**config.mk**
```make
export PLATFORM = sky130hd
export DESIGN_NAME = gesb_top
export DESIGN_NICKNAME = d
export VERILOG_FILES = /design/src/rtl/gesb_pkg.sv /design/src/rtl/gesb_input_sync.sv /design/src/rtl/gesb_flag_bank.sv /design/src/rtl/gesb_top.sv
export SDC_FILE = /design/constraint.sdc
export NUM_CORES = 1
export LEC_CHECK = 0
export CORE_ASPECT_RATIO = 0.5
export CORE_MARGIN = 8
export CORE_UTILIZATION = 50
export DETAILED_ROUTE_END_ITERATION = 8
export DONT_BUFFER_PORTS = 1
export PLACE_DENSITY_LB_ADDON = 0.2
export SLEW_MARGIN = 40
export SYNTH_ARGS = -nofsm -noshare
export SYNTH_HDL_FRONTEND = slang
export SYNTH_SLANG_ARGS = --single-unit
```
**constraint.sdc**
```tcl
create_clock -name CLK_I -period 4.5 [get_ports CLK_I]
set_clock_uncertainty 0.2 [all_clocks]
set_input_delay 0.45 -clock CLK_I [delete_from_list [all_inputs] [get_ports CLK_I]]
set_output_delay 0.45 -clock CLK_I [all_outputs]
set_load 0.02 [all_outputs]
```
**src/rtl/gesb_pkg.sv**
```systemverilog
/*
 * Constants and carrier types for the general event and status block.
 * Assumes one 100 MHz clock and byte-wide configuration-space accesses.
 */
// Contract
// - Loader status bits 2..0 are reached only through configuration function zero.
// - Loader status bits 7..3 always read zero.
// - EEPROM present bit shows whether the loader found an EEPROM.
// - Missing acknowledge during EEPROM transfer sets the error flag.
// - Writing 1 clears the error flag; writing 0 leaves it.
// - Loading bit reads 1 while subsystem identification is fetched.
// - Flag bit 7 sets when software alters either socket power state.
// - Flag bit 6 sets when requested programming voltage goes to/from 12 V.
// - Flag bit n sets on level change of pin n while it is input n.
// - Bits 5 and 4 of flags and enables always read zero.
// - Enable bit 7 with power flag set asserts the event output.
// - Enable bit 6 with voltage flag set asserts the event output.
// - Enable bit n with input-change flag n set asserts the event output.
// - Input register bits 3..0 show present sampled input levels.
// - Input register bits 7..4 always read zero.
// - Event output reaches pin 5 only when its routing code is 101.
// - Pin n acts as general input only when its routing code is 000; the code gates only its change flag, its level always reads.
package gesb_pkg;

	// ----------------------------------------
	// Register offsets
	// ----------------------------------------
	localparam logic [7:0] OFS_LOADER_STATUS = 8'h85;
	localparam logic [7:0] OFS_EVENT_FLAGS   = 8'h88;
	localparam logic [7:0] OFS_EVENT_ENABLES = 8'h89;
	localparam logic [7:0] OFS_INPUT_LEVELS  = 8'h8a;

	// ----------------------------------------
	// Field positions and masks
	// ----------------------------------------
	localparam int         BIT_LOADING      = 0;
	localparam int         BIT_ACK_ERROR    = 1;
	localparam int         BIT_PRESENT      = 2;
	localparam int         BIT_HV_REQUEST   = 6;
	localparam int         BIT_POWER_CHANGE = 7;
	localparam int         NUM_INPUTS       = 4;
	localparam logic [7:0] EVENT_MASK       = 8'hcf;
	localparam logic [7:0] INPUT_MASK       = 8'h0f;
	localparam logic [7:0] RESET_BYTE       = 8'h00;
	localparam logic [2:0] FUNC_ZERO        = 3'h0;

	// ----------------------------------------
	// Pin routing codes
	// ----------------------------------------
	localparam logic [2:0] ROUTE_GEN_INPUT  = 3'h0;
	localparam logic [2:0] ROUTE_GEN_EVENT  = 3'h5;

	// ----------------------------------------
	// Carriers
	// ----------------------------------------
	typedef struct packed {
		logic       rd;
		logic       wr;
		logic [2:0] func;
		logic [7:0] addr;
		logic [7:0] wdata;
	} gesb_cfg_req_type;

	typedef struct packed {
		logic       ack_missing;
		logic       loading;
		logic       present;
	} gesb_loader_type;

	typedef struct packed {
		logic       power_change;
		logic       hv_request_change;
	} gesb_socket_evt_type;

endpackage

```
**src/rtl/gesb_input_sync.sv**
```systemverilog
/*
 * Two-stage synchroniser and level-change detector, one lane per input.
 * Assumes inputs are asynchronous pins; reset held at least three edges.
 */
`timescale 1ns/1ps
`default_nettype none
module gesb_input_sync
	import gesb_pkg::*;
(
	// Clock and reset
	input  wire logic                  clk_i,
	input  wire logic                  srst_i,
	// Pins in, levels and changes out
	input  wire logic [NUM_INPUTS-1:0] pin_i,
	output logic      [NUM_INPUTS-1:0] level_o,
	output logic      [NUM_INPUTS-1:0] change_o
);

	genvar g;
	generate
		for (g = 0; g < NUM_INPUTS; g++) begin : lane
			logic meta_q;
			logic sync_q;
			logic prev_q;
			logic prev_d;

			// Prev tracks sync in reset so release gives no false change
			always_comb begin
				prev_d = sync_q;
			end

			always_ff @(posedge clk_i) begin
				meta_q <= pin_i[g];
				sync_q <= meta_q;
				prev_q <= prev_d;
			end

			assign level_o[g]  = sync_q;
			assign change_o[g] = !srst_i && (sync_q != prev_q);
		end
	endgenerate

endmodule
`default_nettype wire

```
**src/rtl/gesb_flag_bank.sv**
```systemverilog
/*
 * Bank of sticky event flags cleared by writing one.
 * Assumes set and clear strobes come from the same clock domain.
 */
`timescale 1ns/1ps
`default_nettype none
module gesb_flag_bank
	import gesb_pkg::*;
(
	// Clock and reset
	input  wire logic       clk_i,
	input  wire logic       srst_i,
	// Strobes
	input  wire logic [7:0] set_i,
	input  wire logic [7:0] clr_i,
	input  wire logic [7:0] keep_i,
	// Flags
	output logic      [7:0] flags_o
);

	genvar g;
	generate
		for (g = 0; g < 8; g++) begin : bit_cell
			logic flag_q;
			logic flag_d;

			always_comb begin
				if (!keep_i[g]) begin
					flag_d = 1'b0;
				end else if (set_i[g]) begin
					flag_d = 1'b1;
				end else if (clr_i[g]) begin
					flag_d = 1'b0;
				end else begin
					flag_d = flag_q;
				end
			end

			always_ff @(posedge clk_i) begin
				if (srst_i) begin
					flag_q <= RESET_BYTE[g];
				end else begin
					flag_q <= flag_d;
				end
			end

			assign flags_o[g] = flag_q;
		end
	endgenerate

endmodule
`default_nettype wire

```
**src/rtl/gesb_top.sv**
```systemverilog
/*
 * General event and status register group: loader status, sticky
 * event flags with enables, live input levels and the event output.
 * Assumes byte configuration accesses on CLK_I, loader and socket
 * strobes on CLK_I, pins asynchronous, routing fields from elsewhere.
 */
`timescale 1ns/1ps
`default_nettype none
module gesb_top
	import gesb_pkg::*;
(
	// Clock and reset
	input  wire logic                  CLK_I,
	input  wire logic                  SRST_I,
	// Configuration access
	input  wire gesb_cfg_req_type      CFG_REQ_I,
	output logic      [7:0]            CFG_RDATA_O,
	output logic                       CFG_RVALID_O,
	// Loader and socket events
	input  wire gesb_loader_type       LOADER_I,
	input  wire gesb_socket_evt_type   SOCKET_EVT_I,
	// Multipurpose pins and routing
	input  wire logic [NUM_INPUTS-1:0] MULTIPURPOSE_PIN_I,
	input  wire logic [3*NUM_INPUTS-1:0] PIN_ROUTE_I,
	input  wire logic [2:0]            PIN5_ROUTE_I,
	output logic                       MULTIPURPOSE_PIN5_O,
	output logic                       MULTIPURPOSE_PIN5_OE_O,
	// Event output
	output logic                       GENERAL_EVENT_OUT_N_O
);

	// ----------------------------------------
	// Access decode
	// ----------------------------------------
	logic func_zero;
	logic wr_status;
	logic wr_flags;
	logic wr_enables;

	assign func_zero  = (CFG_REQ_I.func == FUNC_ZERO);
	assign wr_status  = CFG_REQ_I.wr && func_zero &&
	                    (CFG_REQ_I.addr == OFS_LOADER_STATUS);
	assign wr_flags   = CFG_REQ_I.wr && (CFG_REQ_I.addr == OFS_EVENT_FLAGS);
	assign wr_enables = CFG_REQ_I.wr && (CFG_REQ_I.addr == OFS_EVENT_ENABLES);

	// ----------------------------------------
	// Input pins
	// ----------------------------------------
	logic [NUM_INPUTS-1:0] input_level;
	logic [NUM_INPUTS-1:0] input_change;
	logic [NUM_INPUTS-1:0] input_routed;
	logic [NUM_INPUTS-1:0] routed_change;

	// Routing is judged at detection; a later code change cannot revive an edge
	gesb_input_sync gesb_input_sync_inst (
		.clk_i    (CLK_I),
		.srst_i   (SRST_I),
		.pin_i    (MULTIPURPOSE_PIN_I),
		.level_o  (input_level),
		.change_o (input_change)
	);

	genvar g;
	generate
		for (g = 0; g < NUM_INPUTS; g++) begin : route
			assign input_routed[g] = (PIN_ROUTE_I[3*g +: 3] == ROUTE_GEN_INPUT);
		end
	endgenerate

	assign routed_change = input_change & input_routed;

	// ----------------------------------------
	// Loader status
	// ----------------------------------------
	logic present_q;
	logic present_d;
	logic loading_q;
	logic loading_d;
	logic ack_err_q;
	logic ack_err_d;

	// Present and loading lag the loader by one edge
	always_comb begin
		present_d = LOADER_I.present;
		loading_d = LOADER_I.loading;
		if (LOADER_I.ack_missing) begin
			ack_err_d = 1'b1;
		end else if (wr_status && CFG_REQ_I.wdata[BIT_ACK_ERROR]) begin
			ack_err_d = 1'b0;
		end else begin
			ack_err_d = ack_err_q;
		end
	end

	always_ff @(posedge CLK_I) begin
		if (SRST_I) begin
			present_q <= 1'b0;
			loading_q <= 1'b0;
			ack_err_q <= 1'b0;
		end else begin
			present_q <= present_d;
			loading_q <= loading_d;
			ack_err_q <= ack_err_d;
		end
	end

	// ----------------------------------------
	// Event flags
	// ----------------------------------------
	logic [7:0] flag_set;
	logic [7:0] flag_clr;
	logic [7:0] flags;

	always_comb begin
		flag_set = RESET_BYTE;
		flag_set[BIT_POWER_CHANGE] = SOCKET_EVT_I.power_change;
		flag_set[BIT_HV_REQUEST]   = SOCKET_EVT_I.hv_request_change;
		flag_set[NUM_INPUTS-1:0]   = routed_change;
		flag_clr = wr_flags ? CFG_REQ_I.wdata : RESET_BYTE;
	end

	// reserved bits held clear
	// Set and clear in one edge: the bank lets the set win
	gesb_flag_bank gesb_flag_bank_inst (
		.clk_i   (CLK_I),
		.srst_i  (SRST_I),
		.set_i   (flag_set),
		.clr_i   (flag_clr),
		.keep_i  (EVENT_MASK),
		.flags_o (flags)
	);

	// ----------------------------------------
	// Event enables
	// ----------------------------------------
	logic [7:0] enables_q;
	logic [7:0] enables_d;

	always_comb begin
		if (wr_enables) begin
			// reserved enables stay zero
			// Masked on entry so the read path needs no mask
			enables_d = CFG_REQ_I.wdata & EVENT_MASK;
		end else begin
			enables_d = enables_q;
		end
	end

	always_ff @(posedge CLK_I) begin
		if (SRST_I) begin
			enables_q <= RESET_BYTE;
		end else begin
			enables_q <= enables_d;
		end
	end

	// ----------------------------------------
	// Event sources
	// ----------------------------------------
	logic                  power_hit;
	logic                  hv_hit;
	logic [NUM_INPUTS-1:0] input_hit;
	logic                  any_hit;

	// Reserved bits 5..4 never join the output term
	always_comb begin
		power_hit = flags[BIT_POWER_CHANGE] & enables_q[BIT_POWER_CHANGE];
		hv_hit    = flags[BIT_HV_REQUEST] & enables_q[BIT_HV_REQUEST];
		input_hit = flags[NUM_INPUTS-1:0] & enables_q[NUM_INPUTS-1:0];
		any_hit   = power_hit | hv_hit | (|input_hit);
	end

	// ----------------------------------------
	// Event output
	// ----------------------------------------
	logic event_n_q;
	logic event_n_d;

	always_comb begin
		event_n_d = ~any_hit;
	end

	// Output is a flop so pin glitches cannot come from the AND tree
	always_ff @(posedge CLK_I) begin
		if (SRST_I) begin
			event_n_q <= 1'b1;
		end else begin
			event_n_q <= event_n_d;
		end
	end

	assign GENERAL_EVENT_OUT_N_O = event_n_q;

	// ----------------------------------------
	// Pin 5 drive
	// ----------------------------------------
	logic pin5_q;
	logic pin5_d;
	logic pin5_oe_q;
	logic pin5_oe_d;

	always_comb begin
		pin5_d    = event_n_d;
		pin5_oe_d = (PIN5_ROUTE_I == ROUTE_GEN_EVENT);
	end

	// Pin released in reset so nothing is driven before routing is known
	always_ff @(posedge CLK_I) begin
		if (SRST_I) begin
			pin5_q    <= 1'b1;
			pin5_oe_q <= 1'b0;
		end else begin
			pin5_q    <= pin5_d;
			pin5_oe_q <= pin5_oe_d;
		end
	end

	assign MULTIPURPOSE_PIN5_O    = pin5_q;
	assign MULTIPURPOSE_PIN5_OE_O = pin5_oe_q;

	// ----------------------------------------
	// Read bytes
	// ----------------------------------------
	logic [7:0] status_byte;
	logic [7:0] flags_byte;
	logic [7:0] levels_byte;

	always_comb begin
		status_byte                = RESET_BYTE;
		status_byte[BIT_PRESENT]   = present_q;
		status_byte[BIT_ACK_ERROR] = ack_err_q;
		status_byte[BIT_LOADING]   = loading_q;
		flags_byte                 = flags & EVENT_MASK;
		levels_byte                = {{(8-NUM_INPUTS){1'b0}}, input_level} & INPUT_MASK;
	end

	// ----------------------------------------
	// Read data
	// ----------------------------------------
	logic [7:0] rdata_q;
	logic [7:0] rdata_d;
	logic       rvalid_q;
	logic       rvalid_d;

	// Every read answers, mapped or not, so the host never waits
	always_comb begin
		rdata_d  = RESET_BYTE;
		rvalid_d = CFG_REQ_I.rd;
		if (CFG_REQ_I.rd) begin
			unique case (CFG_REQ_I.addr)
				OFS_LOADER_STATUS: begin
					rdata_d = func_zero ? status_byte : RESET_BYTE;
				end
				OFS_EVENT_FLAGS: begin
					rdata_d = flags_byte;
				end
				OFS_EVENT_ENABLES: begin
					rdata_d = enables_q;
				end
				OFS_INPUT_LEVELS: begin
					rdata_d = levels_byte;
				end
				default: begin
					rdata_d = RESET_BYTE;
				end
			endcase
		end
	end

	always_ff @(posedge CLK_I) begin
		if (SRST_I) begin
			rdata_q  <= RESET_BYTE;
			rvalid_q <= 1'b0;
		end else begin
			rdata_q  <= rdata_d;
			rvalid_q <= rvalid_d;
		end
	end

	assign CFG_RDATA_O  = rdata_q;
	assign CFG_RVALID_O = rvalid_q;

endmodule
`default_nettype wire

```
==> impl_metrics.tcl <==
set metrics [dict create \
    status "completed" \
    synth_top_area_share_pct 52.4 \
    cp-startpoint "CFG_REQ_I[13]" \
    seq_area_um2 721 \
    num_antenna_cells 0 \
    multi_input_area_um2 591 \
    grt_max_degree 19 \
    hp-start "SRST_I" \
    critical_path.startpoint_type "input port" \
    drive_gt1_share_pct 9.49 \
    path_max_fanout 6 \
    avgSynthCellArea_um2 10.3 \
    final_common_cell "dfxtp_1" \
    dominantRegCellSynth "dfxtp_1" \
    crit_slowest_cell "or4b_4" \
    drt_iter0_markers 83 \
    worst_pin_slew_ns 0.528 \
    drc_errors 0 \
    cts_buffers 5 \
    timing.final.crit_share_pct 39.4 \
    crit_path_end_kind "register" \
    die_h_um 53.1 \
    worstSkewPairLatency_ns 0.29 \
    rows 13 \
    path_cells "or4b_4 -> nor3_4 -> mux2i_1 -> nor2_1" \
    final_core_util_pct 58.3 \
    critPathTopFamily "simple AND/OR/NAND/NOR gates" \
    max-cap-violations 0 \
    grt_use_met2_pct 18.8 \
    final_cells 174 \
    synth_seq_area_share_pct 52.4 \
    rsz0062_at_grt "no" \
    core_um2 2600 \
    dp_hpwl_um 2190 \
    ys_types 30 \
    hold_path.class "in -> reg" \
    critPathKind "in -> reg" \
    hold_violations 0 \
    io_pins 59 \
    dr.pass1.iters 4 \
    die_x_um 90.2 \
    area_delta_synth_final_pct 10.3 \
    ys.warnings.count 0 \
    ys_ff_latch 36 \
    grtUsageMet3_pct 9.01 \
    placedCellCount 162 \
    grt_pass1_vias 1010 \
    grt_pass1_wl_um 4640 \
    io_buffer_count 0 \
    num_vias 948 \
    ant_nets 0 \
    gr-usage-all-layers_pct 12.7 \
    leakage_nw 0.529 \
    finalSetupTns_ns 0 \
    max_freq_mhz 564 \
    grt_antenna_before_repair 0 \
    fillCellCount 224 \
    syn_area_um2 1380 \
    setup_slack_ns 2.73 \
    totalWireLength_um 2910 \
    layout_common_cells "36 x dfxtp_1, 12 x nor2_1, 12 x mux2i_1" \
    crit_buf_inv 0 \
    nets 183 \
    slew_headroom_pct 64.6 \
    die_area_um2 4790 \
    timing.rr.start "gesb_input_sync_inst.lane[0].prev_d$_DFF_P_" \
    slew_viol_final 0 \
    overflow 0 \
    power_w 0.000635 \
    ir_drop_v 0.000280 \
    initial_utilization_pct 52.8 \
    synth_area_leader_cell "dfxtp_1" \
    critPathRequiredTime_ns 4.48 \
    post_drt_wl_per_cell_um 16.7 \
    crit_arrival_ns 1.76 \
    async_flop_share_pct 0 \
    grtUsageMet1_pct 14.5 \
    clockBufferDepth 2 \
    synth.area.top_cells "dfxtp_1 52%, mux2i_1 8.7%, nand3b_1 3.8%" \
    gp_congestion 0.741 \
    h-tree-depth 2 \
    clkSinkCount 36 \
    synthCells 134 \
    synth_edf_count 0 \
    clk_pin_slew_ns 0.07 \
    via_per_inst 5.45 \
    finalSetupViolCount 0 \
    power_density_nw_per_um2 419 \
    root_buffer "clkbuf_8" \
    fin_crit_ns 1.77 \
    dp_slack_ns 2.41 \
    busiest_layer "met2" \
    tritoncts "done" \
    cp_slowest_stage_delay_ns 0.58 \
]
[metrics by stage]
stage | hold slack [ns] | cell area [um^2]
detailed placement | 0.112 | 1370
global placement | 0.113 | 1370
CTS | 0.0153 | 1520
finish | 0.0252 | 1520
global route | 0.00677 | 1520
floorplan | 0.110 | 1380
[sequential cells by signal (all words and copies together) (netlist names)]
| signal | count |
|---|---|
| CFG_RDATA_O | 6 |
| MULTIPURPOSE_PIN5_O | 1 |
| gesb_input_sync_inst.lane.meta_q | 4 |
| enables_q | 6 |
| loading_q | 1 |
| MULTIPURPOSE_PIN5_OE_O | 1 |
| gesb_input_sync_inst.lane.prev_q | 4 |
| present_q | 1 |
| CFG_RVALID_O | 1 |
| ack_err_q | 1 |
| gesb_flag_bank_inst.bit_cell.flag_q | 6 |
| gesb_input_sync_inst.lane.prev_d | 4 |
[final timing paths]
path | end | slack, ns | cells after the start
setup / recovery | enables_q[1]$_SDFFE_PP0P_ | 2.73 | 4
hold / removal | gesb_flag_bank_inst.bit_cell[3].flag_q$_SDFFE_PP0P_ | 0.03 | 1
setup reg to reg | gesb_flag_bank_inst.bit_cell[0].flag_q$_SDFFE_PP0P_ | 3.21 | 3
hold reg to reg | gesb_input_sync_inst.lane[1].prev_d$_DFF_P_ | 0.13 | 0
[cell usage after synthesis (4+ instances only)]
master    number
a21oi_1        8
or4_1          5
nand3b_1       7
o21ai_1        4
nor2b_1        5
mux2i_1       12
clkbuf_1       5
dfxtp_1       36
a22oi_1        6
xnor2_1        4
nor2_1        12
[what timing repair did]
item	4_1_cts	5_1_grt
resized for setup	0	0
buffers inserted	0	0
hold buffers	4	0
hold endpoints to repair	4	0
[power by group]
group	total, W	internal (W)	switching, W	leakage [nW]
combinational	0.0000254	0.0000153	0.0000101	0.177
sequential	0.000336	0.000330	0.00000664	0.297
clock	0.000274	0.000164	0.000109	0.0552
[logic make-up after synthesis]
group,share of synthesized area (%)
and+or+nand+nor,18.7
DFF,52.4
AOI/OAI and AO/OA,12.5
buffers and inverters,4.91
muxes,8.74
xor gates and xnor gates,2.55
other,0.273
[routing by layer]
metal  part of all wire, %  vias up
met5                     0        -
met3                    11        4
met2                    44       35
met1                    45      441
li1                      -      468
met4                  0.52        0
[cell type report]
class,count,share of cell area [%]
flip-flops and latches,36,47.5
clock buffers,6,4.79
repair buffers,4,2.64
clock inverters,2,2.31
multi-input cells,86,38.9
inverters,3,0.743
well taps,37,3.05
[worst reg2reg max path: cells and delay by family, from the launching register on]
| family | cells | cell delay, ns |
|---|---|---|
| AO/OA/AOI/OAI | 1 | 0.14 |
| AND/OR/NAND/NOR | 1 | 0.44 |
| flip-flops | 1 | 0.33 |
| XOR/XNOR | 1 | 0.12 |
(Power assumes the default switching activity.)
